File: config.mk
export PLATFORM = sky130hd
export DESIGN_NAME = ces_channel
export DESIGN_NICKNAME = d
export VERILOG_FILES = /design/src/ces_pkg.sv /design/src/ces_channel.sv /design/src/ces_seq_track.sv
export SDC_FILE = /design/constraint.sdc
export NUM_CORES = 1
export LEC_CHECK = 0
export BUFFER_PORTS_ARGS = -buffer_cell sky130_fd_sc_hd__buf_2
export CAP_MARGIN = 20
export CORE_ASPECT_RATIO = 0.75
export CORE_MARGIN = 4
export CORE_UTILIZATION = 33
export CTS_BUF_LIST = sky130_fd_sc_hd__clkbuf_4 sky130_fd_sc_hd__clkbuf_8
export CTS_CLUSTER_DIAMETER = 80
export DETAILED_ROUTE_END_ITERATION = 8
export GPL_TIMING_DRIVEN = 0
export PLACE_DENSITY_LB_ADDON = 0.05
export SKIP_LAST_GASP = 1
export SLEW_MARGIN = 30
export SYNTH_ARGS = -nofsm -noshare
export SYNTH_HDL_FRONTEND = slang
export SYNTH_HIERARCHICAL = 1
export SYNTH_SLANG_ARGS = --single-unit
File: constraint.sdc
create_clock -name i_clock -period 6.5 [get_ports i_clock]
set_input_delay 1.3 -clock i_clock [delete_from_list [all_inputs] [get_ports i_clock]]
set_output_delay 1.3 -clock i_clock [all_outputs]
set_load 0.01 [all_outputs]
File: src/ces_pkg.sv
// What this block does
// - Channel type 001 plain, 101 emulation
// - Structured AAL1 cells carry a pointer octet
// - Emulation mode generates and checks pointer parity
// - Descriptor not ready raises busy, pointer intact
// - Sequence errors counted into channel statistics
// - Filler base at 0xEA; insert on drop
// - Slip mask zero suppresses slip interrupts
// - Transmit entry layout unchanged for emulation
// - Emulation receive entry fields 0x0E to 0x18
package ces_pkg;
	localparam logic [2:0] TYPE_AAL1 = 3'h1;
	localparam logic [2:0] TYPE_CES = 3'h5;
	localparam logic [7:0] OFS_TX_TMPL = 8'hE0;
	localparam logic [7:0] OFS_ISTAT = 8'hE8;
	localparam logic [7:0] OFS_FILL = 8'hEA;
	localparam logic [7:0] OFS_XSTAT = 8'hF0;
	localparam logic [7:0] OFS_CTRL = 8'h00;
	localparam logic [7:0] OFS_STATUS = 8'h04;
	localparam logic [7:0] OFS_MASK = 8'h08;
	localparam logic [7:0] OFS_SNE = 8'h0C;
	localparam int CTRL_TYPE_LSB = 0;
	localparam int CTRL_STF_BIT = 3;
	localparam int CTRL_SLIP_BIT = 4;
	localparam int CTRL_BLK_LSB = 16;
	localparam int BLK_W = 12;
	localparam logic [31:0] CTRL_WMASK = 32'h0FFF_001F;
	localparam int EV_TX_BUSY = 0;
	localparam int EV_SP_PAR = 1;
	localparam int EV_SEQ = 2;
	localparam int EV_SLIP = 3;
	localparam int EV_W = 4;
	localparam int SN_W = 3;
	localparam int TMPL_SHIFT = 6;
	localparam int XSTAT_SHIFT = 4;
	// transmit entry area shared by both types
	localparam logic [7:0] TX_ENTRY_PS_OFS = 8'h0E;
	// receive entry word offsets and positions
	localparam logic [7:0] RX_FLAGS_OFS = 8'h0E;
	localparam logic [7:0] RX_PTR_OFS = 8'h12;
	localparam logic [7:0] RX_BDCNT_OFS = 8'h14;
	localparam logic [7:0] RX_SN_OFS = 8'h16;
	localparam logic [7:0] RX_SUPER_OFS = 8'h18;
	localparam int RX_SPV_POS = 15;
	localparam int RX_BLK_POS = 4;

	// Even parity: the top bit makes the octet's XOR zero.
	function automatic logic ces_sp_parity(input logic [6:0] off);
		return ^off;
	endfunction

	// both AAL1 type codes take structured pointers
	function automatic logic ces_is_aal1(input logic [2:0] t);
		return (t == TYPE_AAL1) || (t == TYPE_CES);
	endfunction
endpackage

File: src/ces_channel.sv
// The strobed register port is this design's own decision.
`timescale 1ns/100ps
`default_nettype none
module ces_channel
	import ces_pkg::*;
(
	input wire logic i_clock, // 100 MHz clock
	input wire logic i_rst_b, // async reset, low
	input wire logic [7:0] i_addr, // register offset
	input wire logic [31:0] i_wdata, // write data
	input wire logic i_wr, // write strobe
	input wire logic i_rd, // read strobe
	output logic [31:0] o_rdata, // read data, next cycle
	input wire logic i_tx_cell, // transmit cell start
	input wire logic [7:0] i_tx_chan, // transmit channel
	input wire logic i_tx_bd_ready, // next descriptor ready
	input wire logic [6:0] i_tx_offset, // structure offset
	output logic o_tx_valid, // pointer octet valid
	output logic [7:0] o_tx_sp_octet, // pointer octet
	output logic [31:0] o_tx_tmpl_addr, // cell template address
	input wire logic i_rx_cell, // received cell pulse
	input wire logic [7:0] i_rx_chan, // receive channel
	input wire logic [2:0] i_rx_sn, // received sequence count
	input wire logic i_rx_has_sp, // cell carries pointer
	input wire logic [7:0] i_rx_sp_octet, // received pointer octet
	output logic o_rx_sp_valid, // last pointer usable
	output logic [6:0] o_rx_sp_offset, // last good offset
	output logic o_filler_valid, // insert filler cell
	output logic [15:0] o_filler_addr, // filler cell address
	output logic o_stat_inc, // bump error statistic
	output logic [31:0] o_stat_addr, // statistics record
	output logic o_entry_wr, // entry words update
	output logic [15:0] o_entry_sn_word, // word at 0x16
	output logic [15:0] o_entry_ptr_word, // word at 0x12
	output logic o_irq // interrupt, high level
);
	typedef struct packed {
		logic [31:0] tx_base;
		logic [15:0] istat_base;
		logic [15:0] fill_base;
		logic [31:0] xstat_base;
		logic [31:0] ctrl;
		logic [EV_W-1:0] status;
		logic [EV_W-1:0] mask;
		logic [15:0] sne_cnt;
		logic [31:0] rdata;
		logic tx_valid;
		logic [7:0] tx_sp;
		logic [31:0] tx_tmpl;
		logic sp_valid;
		logic [6:0] sp_off;
		logic fill_valid;
		logic [15:0] fill_addr;
		logic stat_inc;
		logic [31:0] stat_addr;
		logic entry_wr;
		logic [15:0] entry_sn;
		logic [15:0] entry_ptr;
		logic irq;
	} ces_chan_s;

	ces_chan_s st;
	ces_chan_s next_st;
	logic seq_err;
	logic seq_drop;
	logic [2:0] ctype;
	logic is_ces;
	logic structured;
	logic [EV_W-1:0] ev;
	logic [EV_W-1:0] clr;
	logic rx_par_ok;

	ces_seq_track u_seq (
		.i_clock(i_clock),
		.i_rst_b(i_rst_b),
		.i_cell(i_rx_cell),
		.i_sn(i_rx_sn),
		.o_err(seq_err),
		.o_drop(seq_drop)
	);

	always_comb
	begin
		next_st = st;
		ev = '0;
		clr = '0;
		ctype = st.ctrl[CTRL_TYPE_LSB +: 3];
		is_ces = (ctype == TYPE_CES);
		structured = st.ctrl[CTRL_STF_BIT] && ces_is_aal1(ctype);
		rx_par_ok = (i_rx_sp_octet[7] == ces_sp_parity(i_rx_sp_octet[6:0]));
		next_st.rdata = '0;
		next_st.tx_valid = 1'b0;
		next_st.fill_valid = 1'b0;
		next_st.stat_inc = 1'b0;
		next_st.entry_wr = 1'b0;

		if (i_wr)
		begin
			case (i_addr)
				OFS_TX_TMPL: next_st.tx_base = i_wdata;
				OFS_ISTAT: next_st.istat_base = i_wdata[15:0];
				OFS_FILL: next_st.fill_base = i_wdata[15:0];
				OFS_XSTAT: next_st.xstat_base = i_wdata;
				OFS_CTRL: next_st.ctrl = i_wdata & CTRL_WMASK;
				OFS_STATUS: clr = i_wdata[EV_W-1:0];
				OFS_MASK: next_st.mask = i_wdata[EV_W-1:0];
				default: clr = '0;
			endcase
		end
		if (i_rd)
		begin
			case (i_addr)
				OFS_TX_TMPL: next_st.rdata = st.tx_base;
				OFS_ISTAT: next_st.rdata = {16'h0000, st.istat_base};
				OFS_FILL: next_st.rdata = {16'h0000, st.fill_base};
				OFS_XSTAT: next_st.rdata = st.xstat_base;
				OFS_CTRL: next_st.rdata = st.ctrl;
				OFS_STATUS: next_st.rdata = {28'h0000000, st.status};
				OFS_MASK: next_st.rdata = {28'h0000000, st.mask};
				OFS_SNE: next_st.rdata = {16'h0000, st.sne_cnt};
				default: next_st.rdata = '0;
			endcase
		end

		// transmit path shared by both types
		if (i_tx_cell)
		begin
			next_st.tx_valid = 1'b1;
			next_st.tx_tmpl = st.tx_base + 32'({24'h000000, i_tx_chan} << TMPL_SHIFT);
			// parity generated only in emulation mode
			if (structured && is_ces)
				next_st.tx_sp = {ces_sp_parity(i_tx_offset), i_tx_offset};
			else if (structured)
				next_st.tx_sp = {1'b0, i_tx_offset};
			else
				next_st.tx_sp = 8'h00;
			// busy only flags; the octet above is untouched
			if (!i_tx_bd_ready)
				ev[EV_TX_BUSY] = 1'b1;
		end

		if (i_rx_cell)
		begin
			if (structured && i_rx_has_sp)
			begin
				// a failed pointer keeps the last good offset
				if (is_ces && !rx_par_ok)
				begin
					next_st.sp_valid = 1'b0;
					ev[EV_SP_PAR] = 1'b1;
				end
				else
				begin
					next_st.sp_valid = 1'b1;
					next_st.sp_off = i_rx_sp_octet[6:0];
				end
			end
			if (seq_err)
			begin
				ev[EV_SEQ] = 1'b1;
				next_st.stat_inc = 1'b1;
				next_st.sne_cnt = st.sne_cnt + 16'h0001;
				next_st.stat_addr = st.xstat_base +
					32'({24'h000000, i_rx_chan} << XSTAT_SHIFT);
			end
			// one lost cell is replaced by the filler
			if (seq_drop)
			begin
				next_st.fill_valid = 1'b1;
				next_st.fill_addr = st.fill_base;
				// slip event only while mask bit set
				if (st.ctrl[CTRL_SLIP_BIT])
					ev[EV_SLIP] = 1'b1;
			end
			next_st.entry_wr = 1'b1;
			next_st.entry_sn = {st.ctrl[CTRL_BLK_LSB +: BLK_W], 1'b0, i_rx_sn};
			next_st.entry_ptr = {next_st.sp_valid, 8'h00, next_st.sp_off};
		end

		// A new event wins over a clear in the same cycle.
		next_st.status = (st.status & ~clr) | ev;
		next_st.irq = |(next_st.status & next_st.mask);
	end

	always_ff @(posedge i_clock or negedge i_rst_b)
	begin
		if (!i_rst_b)
			st <= '0;
		else
			st <= next_st;
	end

	assign o_rdata = st.rdata;
	assign o_tx_valid = st.tx_valid;
	assign o_tx_sp_octet = st.tx_sp;
	assign o_tx_tmpl_addr = st.tx_tmpl;
	assign o_rx_sp_valid = st.sp_valid;
	assign o_rx_sp_offset = st.sp_off;
	assign o_filler_valid = st.fill_valid;
	assign o_filler_addr = st.fill_addr;
	assign o_stat_inc = st.stat_inc;
	assign o_stat_addr = st.stat_addr;
	assign o_entry_wr = st.entry_wr;
	assign o_entry_sn_word = st.entry_sn;
	assign o_entry_ptr_word = st.entry_ptr;
	assign o_irq = st.irq;
endmodule // ces_channel
`default_nettype wire

File: src/ces_seq_track.sv
`timescale 1ns/100ps
`default_nettype none
module ces_seq_track
	import ces_pkg::*;
(
	input wire logic i_clock, // system clock
	input wire logic i_rst_b, // async reset, low
	input wire logic i_cell, // received cell pulse
	input wire logic [SN_W-1:0] i_sn, // cell sequence count
	output logic o_err, // sequence mismatch
	output logic o_drop // exactly one cell missing
);
	typedef struct packed {
		logic synced;
		logic [SN_W-1:0] expected;
	} ces_seq_s;
	ces_seq_s st;
	ces_seq_s next_st;
	logic [SN_W-1:0] skip_one;

	// The first cell after reset only primes the tracker.
	always_comb
	begin
		next_st = st;
		skip_one = st.expected + 3'h1;
		o_err = i_cell && st.synced && (i_sn != st.expected);
		o_drop = o_err && (i_sn == skip_one);
		if (i_cell)
		begin
			next_st.synced = 1'b1;
			next_st.expected = i_sn + 3'h1;
		end
	end

	always_ff @(posedge i_clock or negedge i_rst_b)
	begin
		if (!i_rst_b)
			st <= '0;
		else
			st <= next_st;
	end
endmodule // ces_seq_track
`default_nettype wire
==> run summary <==
In this run the most critical hold path is launched from u_seq/st[3]. Counting the fill cells in the layout gives 4212. The tools report the area used by multi-input combinational logic as 5522 sq um. The first global-routing pass estimated 66760 um of wire. The run finished with clean final reports.

Sequential cell area: 7232 sq um. The logs give 642 for the initial detailed-routing violation count and 0 for the setup violation total in the final timing report. The tools report the antenna diode count as 0. The largest single stage delay on the critical path is 880 ps.

The worst setup path is launched from a primary input. IR analysis of the VDD net gives a maximum drop of 131.4 uV. The first detailed-routing pass took 5 iterations. The run gives 6 as the count of synthesis-stage warnings from yosys.

The share of async-settable or async-resettable flops after synthesis was 1.000. The floorplan has 65 rows. The tools report the via count of the first global-routing pass as 10670. The leakage power summed over all cells is 0.008754 uW, and the setup total negative slack is 0 ps. The CTS clock-pin slew for the worst setup and hold paths is 60 ps.

Across the run, the number of max-cap violations was 0. Setup repair after global routing left no endpoint under its margin. Clock tree synthesis inserted a total of 51 buffers. In this run, distinct cell masters in the synthesized netlist total 67.

Along the worst path, the maximum fanout reaches 9. Summed over all instances, the cell type with the most area after synthesis is dfrtp_1. The number of antenna violations at the first check in global routing was 1. Once detailed placement completed, the half-perimeter wirelength came to 32520 um. The die is 187.6 um tall. The mean routed wirelength per cell was 20.31 um.

The commonest cells after synthesis are 289 x dfrtp_1, 169 x mux2_2, 160 x buf_4, 118 x nand2_1, 57 x xnor2_1. The run gives 0 as the final count of hold timing violations. The logs give 0.8127 for the placer congestion estimate and 0 for the total overflow reported by the global router. Post-route minimum period: 3367 ps.

For the data required time of the critical path, the log shows 6930 ps. After clock tree synthesis, the repair step resized 0 gates. The setup check on the worst reg-to-reg path leaves a slack of 3450 ps.

For this run, the number of standard cells in the final layout without fillers is 2155. The count of buffers inserted at the top-level ports works out to 236. The tools report the CTS root buffer as clkbuf_8. The depth of the worst hold-timing path came out at 1. The endpoint of the most critical register-to-register path is o_tx_tmpl_addr[18]. The cell depth of the worst setup path was 10; the total global-route track usage was 0.1887. Critical path class: in2reg. The share of the clock period used by the worst path after layout works out to 0.5179. The share of cells above drive strength 1 is 0.4369.

By area the synthesized netlist is led by dfrtp_1 51%, mux2_2 13%, buf_4 8.5%, xnor2_1 3.5%, nand2_1 3.1%. Using the TritonRoute via totals, the vias-per-cell ratio works out to 4.722. In this run the cell area of the synthesized design comes to 14190 sq um. The tools report the total number of H-tree levels as 2. The tools report the capturing element type of the critical path as a flip-flop. The tools report the maximum count of clock buffers along a single path as 3.

The class of the worst hold path is reg2reg. The logs give 1244 for the synthesized instance count and 43770 um for the routed wire length. The utilization after layout is 0.4100, and the number of buffers inserted to repair setup after CTS is 0.

The maximum clock frequency was 0.2970 GHz. The run gives 0 as the final count of pins violating max slew. Placeable core region: 42290 sq um.

Each instance of the synthesized netlist takes up on average 11.41 sq um. Buffers inserted to repair hold after CTS numbered 0. Measured along the x axis, the die boundary spans 247.4 um. In the routed design, unresolved DRC markers number 0. The worst relative slew slack was 0.3212; the number of buffers and inverters on the critical path was 2.

For the worst-skew pair, the clock arrives at the later sink with an insertion delay of 600 ps. The number of placed I/O pins came out at 247. The floorplan step defined a die boundary enclosing 46410 sq um. In this design, the largest share of critical-path delay is due to compound AO/OA/AOI/OAI gates. Walking the worst path, the cells encountered are buf_2 > ha_1 > inv_1 > fa_1 > nor2b_1 > o2111ai_1 > a311oi_2 > nand2_1 > xor2_1 > a21oi_1. Growth of design area from synthesis to finish: 22.21%.

Across the routed clock network, the largest skew measured is 30.87 ps. The critical-path cell with the highest stage delay is a311oi_2. Portion of the post-synthesis area used by sequential elements: 0.5097.

The maximum number of pins on one net before global-route repair is 82, and the number of placed instances with taps included is 2060. The path with the worst hold slack has its endpoint at u_seq/st[3]. TritonCTS built the clock tree. Power per standard cell area: 251.2 nW/um^2.

The number of enable-type register cells in the synthesized netlist is 0, and the top cell type's share of synthesized area is 0.5097. The worst reg-to-reg path cell count is 9. For this block, the via count after detailed routing is 10180.

For this design, the sink count on the clock tree is 289. The count of nets after finishing is 1647. The worst register-to-register path begins at st[291].

Commonest register cell after synthesis: dfrtp_1. The synthesized flop and latch total works out to 289. The most common cell in the synthesized netlist is dfrtp_1. The initial cell density of the core came out at 0.3355. At the pin with the least slew margin, the transition time is 1018 ps.

Data arrives at the worst endpoint at 3800 ps. Once detail routing completed, the nets flagged for antenna violations numbered 0.
report_power, final:
group          internal [uW]  switching, uW
sequential              1910           96.3
combinational            253            263
clock                   1060            779
flip-flops by register name (all words and copies together) (netlist names), named ones only:
signal,count
o_stat_addr,32
o_tx_sp_octet,8
o_entry_sn_word,15
o_entry_wr,1
ctype,3
st,134
u_seq/st,4
o_filler_valid,1
o_tx_valid,1
o_tx_tmpl_addr,32
o_filler_addr,16
o_irq,1
o_rdata,32
o_stat_inc,1
how the worst max path moves through the flow:
stage / start / endpoint
after floorplan: i_tx_chan[0] / o_tx_tmpl_addr[24]
after global placement: i_rst_b / o_tx_tmpl_addr[11]
after detailed placement: i_addr[2] / o_rdata[14]
after CTS: i_addr[2] / o_rdata[14]
after global routing: i_tx_chan[0] / o_tx_tmpl_addr[18]
final: i_tx_chan[0] / o_tx_tmpl_addr[18]
cells in the final DEF (no fill, tap or decap), types with 12 or more instances in the layout:
master,instances
dfrtp_1,289
nor2_1,50
ha_1,19
o21ai_0,43
a21oi_1,48
xnor2_1,57
a22oi_1,12
clkbuf_1,24
and3_1,15
buf_2,247
clkbuf_8,65
mux2_2,169
nand2_1,118
buf_4,160
xor2_1,21
nand3_1,22
a211oi_1,13
inv_1,22
clkbuf_4,21
per-stage QoR:
stage / hold WS, ps / setup WS, ps / instance area [sq um] / power (uW)
final: 466.7 / 3133 / 17340 / 4357
after global placement: 454.3 / -1806 / 16110 / 2547
after CTS: 474.6 / 3217 / 17340 / 4438
after floorplan: 439.4 / 3323 / 14220 / 2310
after global routing: 498.2 / 3017 / 17340 / 4590
after detailed placement: 459.9 / 2580 / 16210 / 2559
kinds of logic after synthesis:
logic type,Yosys count,share of synthesized area
flip-flops,289,0.5097
AND/OR/NAND/NOR,268,0.09242
buffers and inverters,228,0.1037
AO/OA/AOI/OAI,179,0.08298
multiplexers,179,0.1415
XOR/XNOR,79,0.04982
adder cells (fa/ha/maj),21,0.01958
other,1,0.0002643
worst register-to-register path: cells and delay by family (launching register included):
kind            cells  cell delay (ps)
buf+inv             1               70
flops               1              430
fa+ha+maj           2              630
xor+xnor            1              230
simple gates        2              320
compound gates      3             1200
area by class of cell:
class,count,share of cell area
flip-flops and latches,289,0.4171
clock inverters,9,0.004401
clock buffers,86,0.06068
multi-input cells,735,0.3184
well taps,569,0.04106
repair buffers,239,0.07345
inverters,22,0.004762
plain buffers,206,0.08016
layer usage:
| metal | up-vias | GRT usage | wire [um] |
|---|---|---|---|
| met4 | 2 | 0.03730 | 679 |
| met2 | 254 | 0.2764 | 18700 |
| li1 | 4798 | - | - |
| met3 | 56 | 0.03817 | 2589 |
| met5 | - | 0 | 13 |
| met1 | 5065 | 0.2891 | 21790 |
Note: power is estimated with default switching activity, not from simulation.
